--- config.mk ---
export PLATFORM = sky130hd
export DESIGN_NAME = oss_serial_ctrl
export DESIGN_NICKNAME = d
export VERILOG_FILES = /design/src/oss_pkg.sv /design/src/oss_serial_ctrl.sv
export VERILOG_INCLUDE_DIRS = /design/src
export SDC_FILE = /design/constraint.sdc
export NUM_CORES = 1
export LEC_CHECK = 0
export BUFFER_PORTS_ARGS = -buffer_cell sky130_fd_sc_hd__buf_2
export CORE_UTILIZATION = 60
export CTS_BUF_LIST = sky130_fd_sc_hd__clkbuf_8
export CTS_CLUSTER_DIAMETER = 30
export CTS_CLUSTER_SIZE = 28
export DETAILED_ROUTE_END_ITERATION = 10
export PLACE_DENSITY = 0.86
export SYNTH_ARGS = -nofsm -noshare
export SYNTH_HDL_FRONTEND = slang
export SYNTH_SLANG_ARGS = --single-unit
--- constraint.sdc ---
create_clock -name clk_sys -period 3 [get_ports clk_sys]
set_input_delay 0.15 -clock clk_sys [delete_from_list [all_inputs] [get_ports clk_sys]]
set_output_delay 0.15 -clock clk_sys [all_outputs]
set_load 0.01 [all_outputs]
--- src/oss_defs.svh ---
`ifndef OSS_DEFS_SVH
`define OSS_DEFS_SVH
// word length of command and status words
`define OSS_WORD_BITS 8
// reset value of latched command: all channels off
`define OSS_CMD_RST 8'h00
// index of channel five and six bits in the command word
`define OSS_CH5_BIT 4
`define OSS_CH6_BIT 5
`endif

--- src/oss_pkg.sv ---
package oss_pkg;
  // pin group from the host, raw and unsynchronised
  typedef struct packed {
    logic csN;
    logic sclk;
    logic sdi;
  } oss_link_s;
  // serial output pin as two signals: data and its output enable
  typedef struct packed {
    logic dout;
    logic doutOe;
  } oss_dout_s;
  typedef logic [7:0] oss_word_t;
endpackage

--- src/oss_serial_ctrl.sv ---
`timescale 1ns/1ps
`default_nettype none
`include "oss_defs.svh"
// Overview of operation
// - serial output tri-stated while chip select high
// - status bit one means faulted channel
// - first rising clock shows channel eight status
// - both words shift msb first, fifo order
// - gates, fault detect, report only when enabled
// - enabled channels return when enable rises
// - channels five, six OR direct inputs
// - supply monitor low holds reset, all off
// - command bit one on, zero off
// - chip select rise copies shift register out
// - status shifts out while command shifts in
// - data sampled on falling clock, select low
// - select fall loads fault status
// - clock and data ignored while select high
module oss_serial_ctrl
  import oss_pkg::*;
#(
  parameter int WORD_BITS = `OSS_WORD_BITS
) (
  input wire logic clk_sys,
  input wire logic rst,
  input wire logic clkEn,
  input wire logic supplyLowN,
  input wire oss_link_s linkIn,
  input wire logic chargePumpEn,
  input wire logic direct_pwm_in_five,
  input wire logic direct_pwm_in_six,
  input wire logic [WORD_BITS-1:0] chanFault,
  output oss_dout_s doutPin,
  output logic [WORD_BITS-1:0] gateDrive,
  output logic faultSenseEn
);
  // two-stage synchronisers for the link pins, the enable and both direct inputs
  // bit order in both stages: select, clock, data, enable, pwm five, pwm six
  logic [5:0] syncA_r, syncA_nxt; // first stage, read only by second stage
  logic [5:0] syncB_r, syncB_nxt; // second stage, the only stage logic may read
  // synced copies of the outside levels, taken from the second stage
  logic csN_q, sclk_q, sdi_q, en_q, pwm5_q, pwm6_q;
  logic csPrev_r, sclkPrev_r; // previous synced levels for edge finding
  logic [WORD_BITS-1:0] shift_r, shift_nxt; // command in, status out
  logic [WORD_BITS-1:0] cmd_r, cmd_nxt; // latched command word
  logic dout_r, dout_nxt; // serial output bit
  logic doutOe_r, doutOe_nxt;
  // one-cycle strobes found from the synced levels
  logic csFall, csRise, sclkRise, sclkFall;
  // combined reset: external reset or logic supply below threshold
  logic devRst;

  // supply monitor low acts as a held reset on top of rst
  // the monitor is a level, so the device stays in reset as long as it is low
  assign devRst = rst | ~supplyLowN;

  // synchroniser next values: the first stage takes the raw pins,
  // the second stage takes the first stage and nothing else
  always_comb begin
    syncA_nxt = {linkIn.csN, linkIn.sclk, linkIn.sdi, chargePumpEn,
                 direct_pwm_in_five, direct_pwm_in_six};
    syncB_nxt = syncA_r;
  end

  // synchroniser registers; only the second stage feeds logic
  // reset value: select high, clock low, enable and direct inputs low,
  // so no channel can be driven while the device sits in reset
  always_ff @(posedge clk_sys or posedge devRst) begin
    if (devRst) begin
      syncA_r <= 6'h20;
      syncB_r <= 6'h20;
    end else if (clkEn) begin
      syncA_r <= syncA_nxt;
      syncB_r <= syncB_nxt;
    end
  end
  // clock resets low to match its parked level, so no false edge follows reset
  assign {csN_q, sclk_q, sdi_q, en_q, pwm5_q, pwm6_q} = syncB_r;

  // edge detection on synced select and serial clock
  // the previous levels are registered below with the rest of the state
  // clock edges are masked while select is high, so idle clock noise
  // cannot disturb the shifter or the output bit
  // limitation: clock edges closer than one system cycle can be lost
  assign csFall = csPrev_r & ~csN_q;
  assign csRise = ~csPrev_r & csN_q;
  assign sclkRise = ~sclkPrev_r & sclk_q & ~csN_q;
  assign sclkFall = sclkPrev_r & ~sclk_q & ~csN_q;

  // next state of shifter, output bit and command latch
  // select fall has priority: the status snapshot must not be lost to a
  // clock edge that the host started too early
  // select rise copies the shifter without shifting it again
  always_comb begin
    shift_nxt = shift_r;
    dout_nxt = dout_r;
    cmd_nxt = cmd_r;
    doutOe_nxt = ~csN_q;
    if (csFall) begin
      // snapshot faults; zero while enable is low since no detection runs
      shift_nxt = en_q ? chanFault : '0;
    end else if (sclkRise) begin
      // present msb: channel eight first, then each lower one
      dout_nxt = shift_r[WORD_BITS-1];
    end else if (sclkFall) begin
      // shift left, sample input into lsb; msb leaves after eight clocks
      shift_nxt = {shift_r[WORD_BITS-2:0], sdi_q};
    end
    if (csRise) begin
      cmd_nxt = shift_r;
    end
  end

  // state registers
  // reset values are constants only; the command resets to all channels off
  // clkEn low freezes every register here, including the edge history
  always_ff @(posedge clk_sys or posedge devRst) begin
    if (devRst) begin
      csPrev_r <= 1'b1;
      sclkPrev_r <= 1'b0;
      shift_r <= '0;
      cmd_r <= `OSS_CMD_RST;
      dout_r <= 1'b0;
      doutOe_r <= 1'b0;
    end else if (clkEn) begin
      csPrev_r <= csN_q;
      sclkPrev_r <= sclk_q;
      shift_r <= shift_nxt;
      cmd_r <= cmd_nxt;
      dout_r <= dout_nxt;
      doutOe_r <= doutOe_nxt;
    end
  end

  // drive word: command kept while enable low, so outputs return on its own
  // direct inputs are ORed in after the latch, so a pwm pulse needs no frame
  // trade-off: the drive word is combinational from registers and synced
  // inputs, which saves a cycle of latency on the pwm path
  always_comb begin
    gateDrive = cmd_r;
    gateDrive[`OSS_CH5_BIT] = cmd_r[`OSS_CH5_BIT] | pwm5_q;
    gateDrive[`OSS_CH6_BIT] = cmd_r[`OSS_CH6_BIT] | pwm6_q;
    if (!en_q) begin
      gateDrive = '0;
    end
  end
  // fault sensing follows the synced enable level
  assign faultSenseEn = en_q;

  // serial output pin: data and enable both come from flip-flops
  assign doutPin.dout = dout_r;
  assign doutPin.doutOe = doutOe_r;

  // checks on the control path; each is disabled while the device is in reset
  // except the two supply checks, which must hold exactly then
  AST_TRISTATE: assert property (@(posedge clk_sys) disable iff (devRst)
    csN_q |=> !doutOe_r) else $error("serial output driven while select high");
  AST_LATCH: assert property (@(posedge clk_sys) disable iff (devRst)
    (clkEn && csRise) |=> cmd_r == $past(shift_r)) else $error("command not latched");
  AST_HOLD: assert property (@(posedge clk_sys) disable iff (devRst)
    (clkEn && csN_q && !csRise) |=> $stable(cmd_r)) else $error("command changed idle");
  AST_ENOFF: assert property (@(posedge clk_sys) disable iff (devRst)
    !en_q |-> gateDrive == '0) else $error("drive while disabled");
  AST_RETURN: assert property (@(posedge clk_sys) disable iff (devRst)
    (en_q && !pwm5_q && !pwm6_q) |-> gateDrive == cmd_r) else $error("drive mismatch");
  AST_PWM: assert property (@(posedge clk_sys) disable iff (devRst)
    (en_q && pwm5_q) |-> gateDrive[`OSS_CH5_BIT]) else $error("direct input ignored");
  AST_LOAD: assert property (@(posedge clk_sys) disable iff (devRst)
    (clkEn && csFall && en_q) |=> shift_r == $past(chanFault)) else $error("status not loaded");
  AST_SHIFT: assert property (@(posedge clk_sys) disable iff (devRst)
    (clkEn && sclkFall && !csFall) |=> shift_r[0] == $past(sdi_q)) else $error("bad shift");
  AST_MSB: assert property (@(posedge clk_sys) disable iff (devRst)
    (clkEn && sclkRise) |=> dout_r == $past(shift_r[WORD_BITS-1])) else $error("bad msb");
  AST_SUPPLY: assert property (@(posedge clk_sys)
    !supplyLowN |-> cmd_r == '0) else $error("command kept in supply reset");
  // direct input of channel six must drive its gate as well
  AST_PWM6: assert property (@(posedge clk_sys) disable iff (devRst)
    (en_q && pwm6_q) |-> gateDrive[`OSS_CH6_BIT]) else $error("direct six ignored");
  // the output enable must follow select fall within one cycle
  AST_OEON: assert property (@(posedge clk_sys) disable iff (devRst)
    (clkEn && csFall) |=> doutOe_r) else $error("serial output not enabled");
  // no channel may be driven while the supply monitor is low
  AST_RSTOFF: assert property (@(posedge clk_sys)
    !supplyLowN |-> gateDrive == '0) else $error("drive in supply reset");
  // status is loaded as zero while detection is off
  AST_NOREPORT: assert property (@(posedge clk_sys) disable iff (devRst)
    (clkEn && csFall && !en_q) |=> shift_r == '0) else $error("report while disabled");

  // main scenarios: latch, load then shift, enable return, pwm override

  COV_LATCH: cover property (@(posedge clk_sys) disable iff (devRst) csRise);
  COV_LOAD: cover property (@(posedge clk_sys) disable iff (devRst) csFall ##[1:50] sclkRise);
  COV_ENRET: cover property (@(posedge clk_sys) disable iff (devRst) !en_q ##1 en_q);
  COV_PWM: cover property (@(posedge clk_sys) disable iff (devRst) en_q && pwm5_q && pwm6_q);
endmodule
`default_nettype wire

Yosys cells after proc, flatten, opt, wreduce, memory -nomap -nowiden
Cells that the tools add are included.

Mux-type cells: 5. Eq/ne operators: 1. Bitwise logic cells: 15. Reductions and logical operators: 4.

Operators with widths (count): $mux W8 (5); $and A1 B1 Y1 (6); $not A1 Y1 (6); $reduce_and A3 Y1 (2); $or A1 B1 Y1 (3); $ne A2 B2 Y1 const B (1); $reduce_and A2 Y1 (1); $reduce_bool A2 Y1 (1).

Output and inout bits: 11. Input port bits: 18. Logic and storage cells: 33. Register bits after elaboration: 32.

Depth between registers and ports, before layout
Word-level depth: 6. Gate-level depth with buffers: 5. Gate-level depth less buffers: 3.

Worst setup path after synthesis
OpenSTA, ideal clock, no wires.

Kind: reg2reg. Start point: register csPrev_r. End point: register shift_r[0]. Clock period less this slack: 1.289 ns. Stages on the path, launching flop included: 4. Data arrival time: 1.164 ns. Required time: 2.875 ns. Slack: 1.711 ns. Buffers on the path: 0. Path through: dfstp_2 inv_1 a21oi_4 mux2_2.

Longest elaborated chain between the ends: 3.

Ends and longest elaborated chain: start, declared (RTL line oss_serial_ctrl.sv:43) `logic csPrev_r, sclkPrev_r;`; start signal, assigned (RTL line oss_serial_ctrl.sv:126) `csPrev_r <= csN_q;`; $and A1 B1 Y1 * (RTL line oss_serial_ctrl.sv:85) `assign csFall = csPrev_r & ~csN_q;`; $ne A2 B2 Y1 (no source line) or $reduce_bool A2 Y1 (tied branches); $reduce_and A3 Y1 (no source line); end signal, assigned (RTL line oss_serial_ctrl.sv:128) `shift_r <= shift_nxt;`; end, declared (RTL line oss_serial_ctrl.sv:44) `logic [WORD_BITS-1:0] shift_r, shift_nxt;`.

Mark *: on every way between the ends. The rest lies on a longest branch, timed or not. A chain may end at the register's enable or synchronous reset.

Worst setup path after layout
Start point: register csPrev_r. End point: register shift_r[5].

Same word-level chain as after synthesis.

==> run_results.csv <==
group,metric,value,unit
timing,period_share,0.5207,
global_route,track_usage,0.2146,
yosys,avgSynthCellArea,12.03,sq um
clock_tree,post-cts-setup-buffers,0,
clock_tree,hold_buffers,0,
timing,rsz0062_at_grt,"false",
routing,via_per_inst,5.101,
global_route,grt_max_degree,20,
clock_tree,root_buffer,"clkbuf_8",
clock_tree,numClockSinks,32,
routing,avgRoutedWirePerCell,12.69,um
timing,tightest_slew,0.8867,ns
yosys,synth_area_leaders,"dfrtp_1 49%, mux2_2 17%, mux2i_1 5.5%",
routing,drt_iter0_drc,9,
timing,clock_skew,0.006242,ns
worst_hold_path,hp-class,"in -> async",
die,core_area,2255,sq um
yosys,synthCells,122,
place,place.port_buffers,28,
timing,fin_ws,1.438,ns
routing,vias,913,
place,hpwl,1.704,mm
die,fp.dieH,51.46,um
clock_tree,htree_levels,2,
pwr,leakagePower,0.8337,nW
pwr,p_per_area,805.0,nW/um^2
yosys,ys.flop_type,"dfrtp_1",
routing,dr.pass1.iters,3,
yosys,yosys_warnings,0,
layout,diodes,0,
routing,drcViolationCount,0,
timing,setup-tns-final,0,ns
worst_setup_path,critPathMaxFanout,8,
timing,relSlewSlack,0.4062,
clock_tree,cts_buffers,5,
worst_setup_path,worst-setup-path-type,"reg -> reg",
layout,postLayoutCoreUtil,0.7553,
global_route,grt_overflow_total,0,
worst_setup_path,required,3.16,ns
timing,slew_viol_final,0,
yosys,synth.top_cells.by_count,"29 x dfrtp_1, 22 x mux2_2, 17 x nand2_1",
yosys,synth_edf_count,0,
timing,finalSetupViolations,0,
pwr,ir_worst_vdd,0.5449,mV
routing,routed_wl,2.271,mm
clock_tree,cts_resized,0,
timing,clock.fmax,640.2,MHz
place,dp_slack,1.464,ns
worst_setup_path,endpoint_kind,"register",
timing,hold_ws,0.1048,ns
layout,fin_nets,168,
status,status,"finished, final reports clean",
yosys,ys_ff_latch,32,
clock_tree,clk_path_buf_depth,2,
clock_tree,clk_pin_slew_worst_paths,0.06,ns
clock_tree,cts_tree,"done",
die,initial_core_util,0.6509,
die,ioPinCount,29,
die,die_area,2648,sq um
layout,drive_above_1_share,0.4371,
yosys,synthArstFlopShare,1.000,
flow_run,drv_cap,0,
place,place_congestion,0.7071,
global_route,antenna_found_initial,0,
global_route,grt_pass1_wl,3.988,mm
routing,postRouteAntennaNets,0,
worst_setup_path,worst_setup_path_start_kind,"register",
yosys,post-synth-top-count-cell,"dfrtp_1",
yosys,synth_area,1468,sq um
yosys,ys_types,19,
worst_setup_path,arrival,1.72,ns
yosys,synth_top_area_share,0.4945,
die,num_rows,17,
clock_tree,insertion_delay,0.28,ns
yosys,syn_nets,140,
yosys,synth_area_leader_cell,"dfrtp_1",
yosys,yosysSeqAreaShare,0.5482,
layout,syn2layout_area_growth,16.03,%
die,die_w,51.46,um
timing,report.final.hold_viol_count,0,
timing,period_minus_slack,1.562,ns
global_route,grt_pass1_vias,922,
[path summary, 6_finish.rpt]
check / end / slack [ns] / cells past startpoint / from
max in group asynchronous: csPrev_r / 2.11 / 3 / rst
worst min-delay path: sclkPrev_r / 0.10 / 2 / supplyLowN
worst min register to register: cmd_r[0] / 0.48 / 2 / cmd_r[0]
worst max register to register: shift_r[5] / 1.44 / 3 / csPrev_r
min in group clk_sys: syncA_r[1] / 0.11 / 2 / direct_pwm_in_five
worst max-delay path: shift_r[5] / 1.44 / 3 / csPrev_r
[critical path, stage by stage, from the launching register on]
cell and delay (ns):
dfstp_2 0.55, nor2b_2 0.46, mux2i_1 0.15, mux2_2 0.28
[registers in the layout (all words and copies together), names as in the netlist]
register	flops
cmd_r	8
shift_r	8
syncA_r	6
syncB_r	6
csPrev_r	1
doutOe_r	1
dout_r	1
sclkPrev_r	1
[cell usage in the layout (no fill, tap or decap), types with 2 or more instances in the layout]
cell type	count
dfrtp_1	29
dfstp_2	3
inv_1	11
buf_2	28
mux2i_1	8
o21ai_0	10
o21a_1	2
mux2_2	22
nor2b_2	2
nand2_1	17
clkbuf_8	5
and2_1	6
[stage by stage]
stage                     power (W)  instance area, sq um  std cells
after floorplan           0.0009068                  1468        122
after global placement    0.0009695                  1595        171
after detailed placement  0.0009964                  1595        171
after CTS                  0.001390                  1703        179
after global routing       0.001461                  1703        179
final                      0.001371                  1703        179
[final cells by class]
cell class,count,area (sq um)
Fill cell,160,551.8
Sequential cell,32,804.5
Clock inverter,3,38.79
Timing Repair Buffer,29,147.6
Multi-Input combinational cell,72,570.5
Tap cell,28,35.03
Clock buffer,5,68.82
Inverter,10,37.54
[cell families after synthesis]
kind of cell    after synthesis  share of synthesized area
mux                          30                     0.2234
simple gates                 29                     0.1083
compound gates               13                    0.05541
flops                        32                     0.5482
buf+inv                      18                    0.06479
[per-layer routing]
| layer | track usage | part of all wire | up-vias |
|---|---|---|---|
| li1 | - | - | 457 |
| met1 | 0.2500 | 0.46 | 432 |
| met2 | 0.3636 | 0.49 | 19 |
| met3 | 0.06250 | 0.039 | 5 |
| met4 | 0.09459 | 0.015 | 0 |
| met5 | 0 | 0 | - |
[power breakdown]
part	internal, W	switching, W	total [W]
Clock	0.000243	0.000145	0.000387
Sequential	0.000572	0.0000811	0.000653
Combinational	0.000177	0.000153	0.000331
Total	0.000992	0.000379	0.00137
Note: power is estimated with default switching activity, not from simulation.
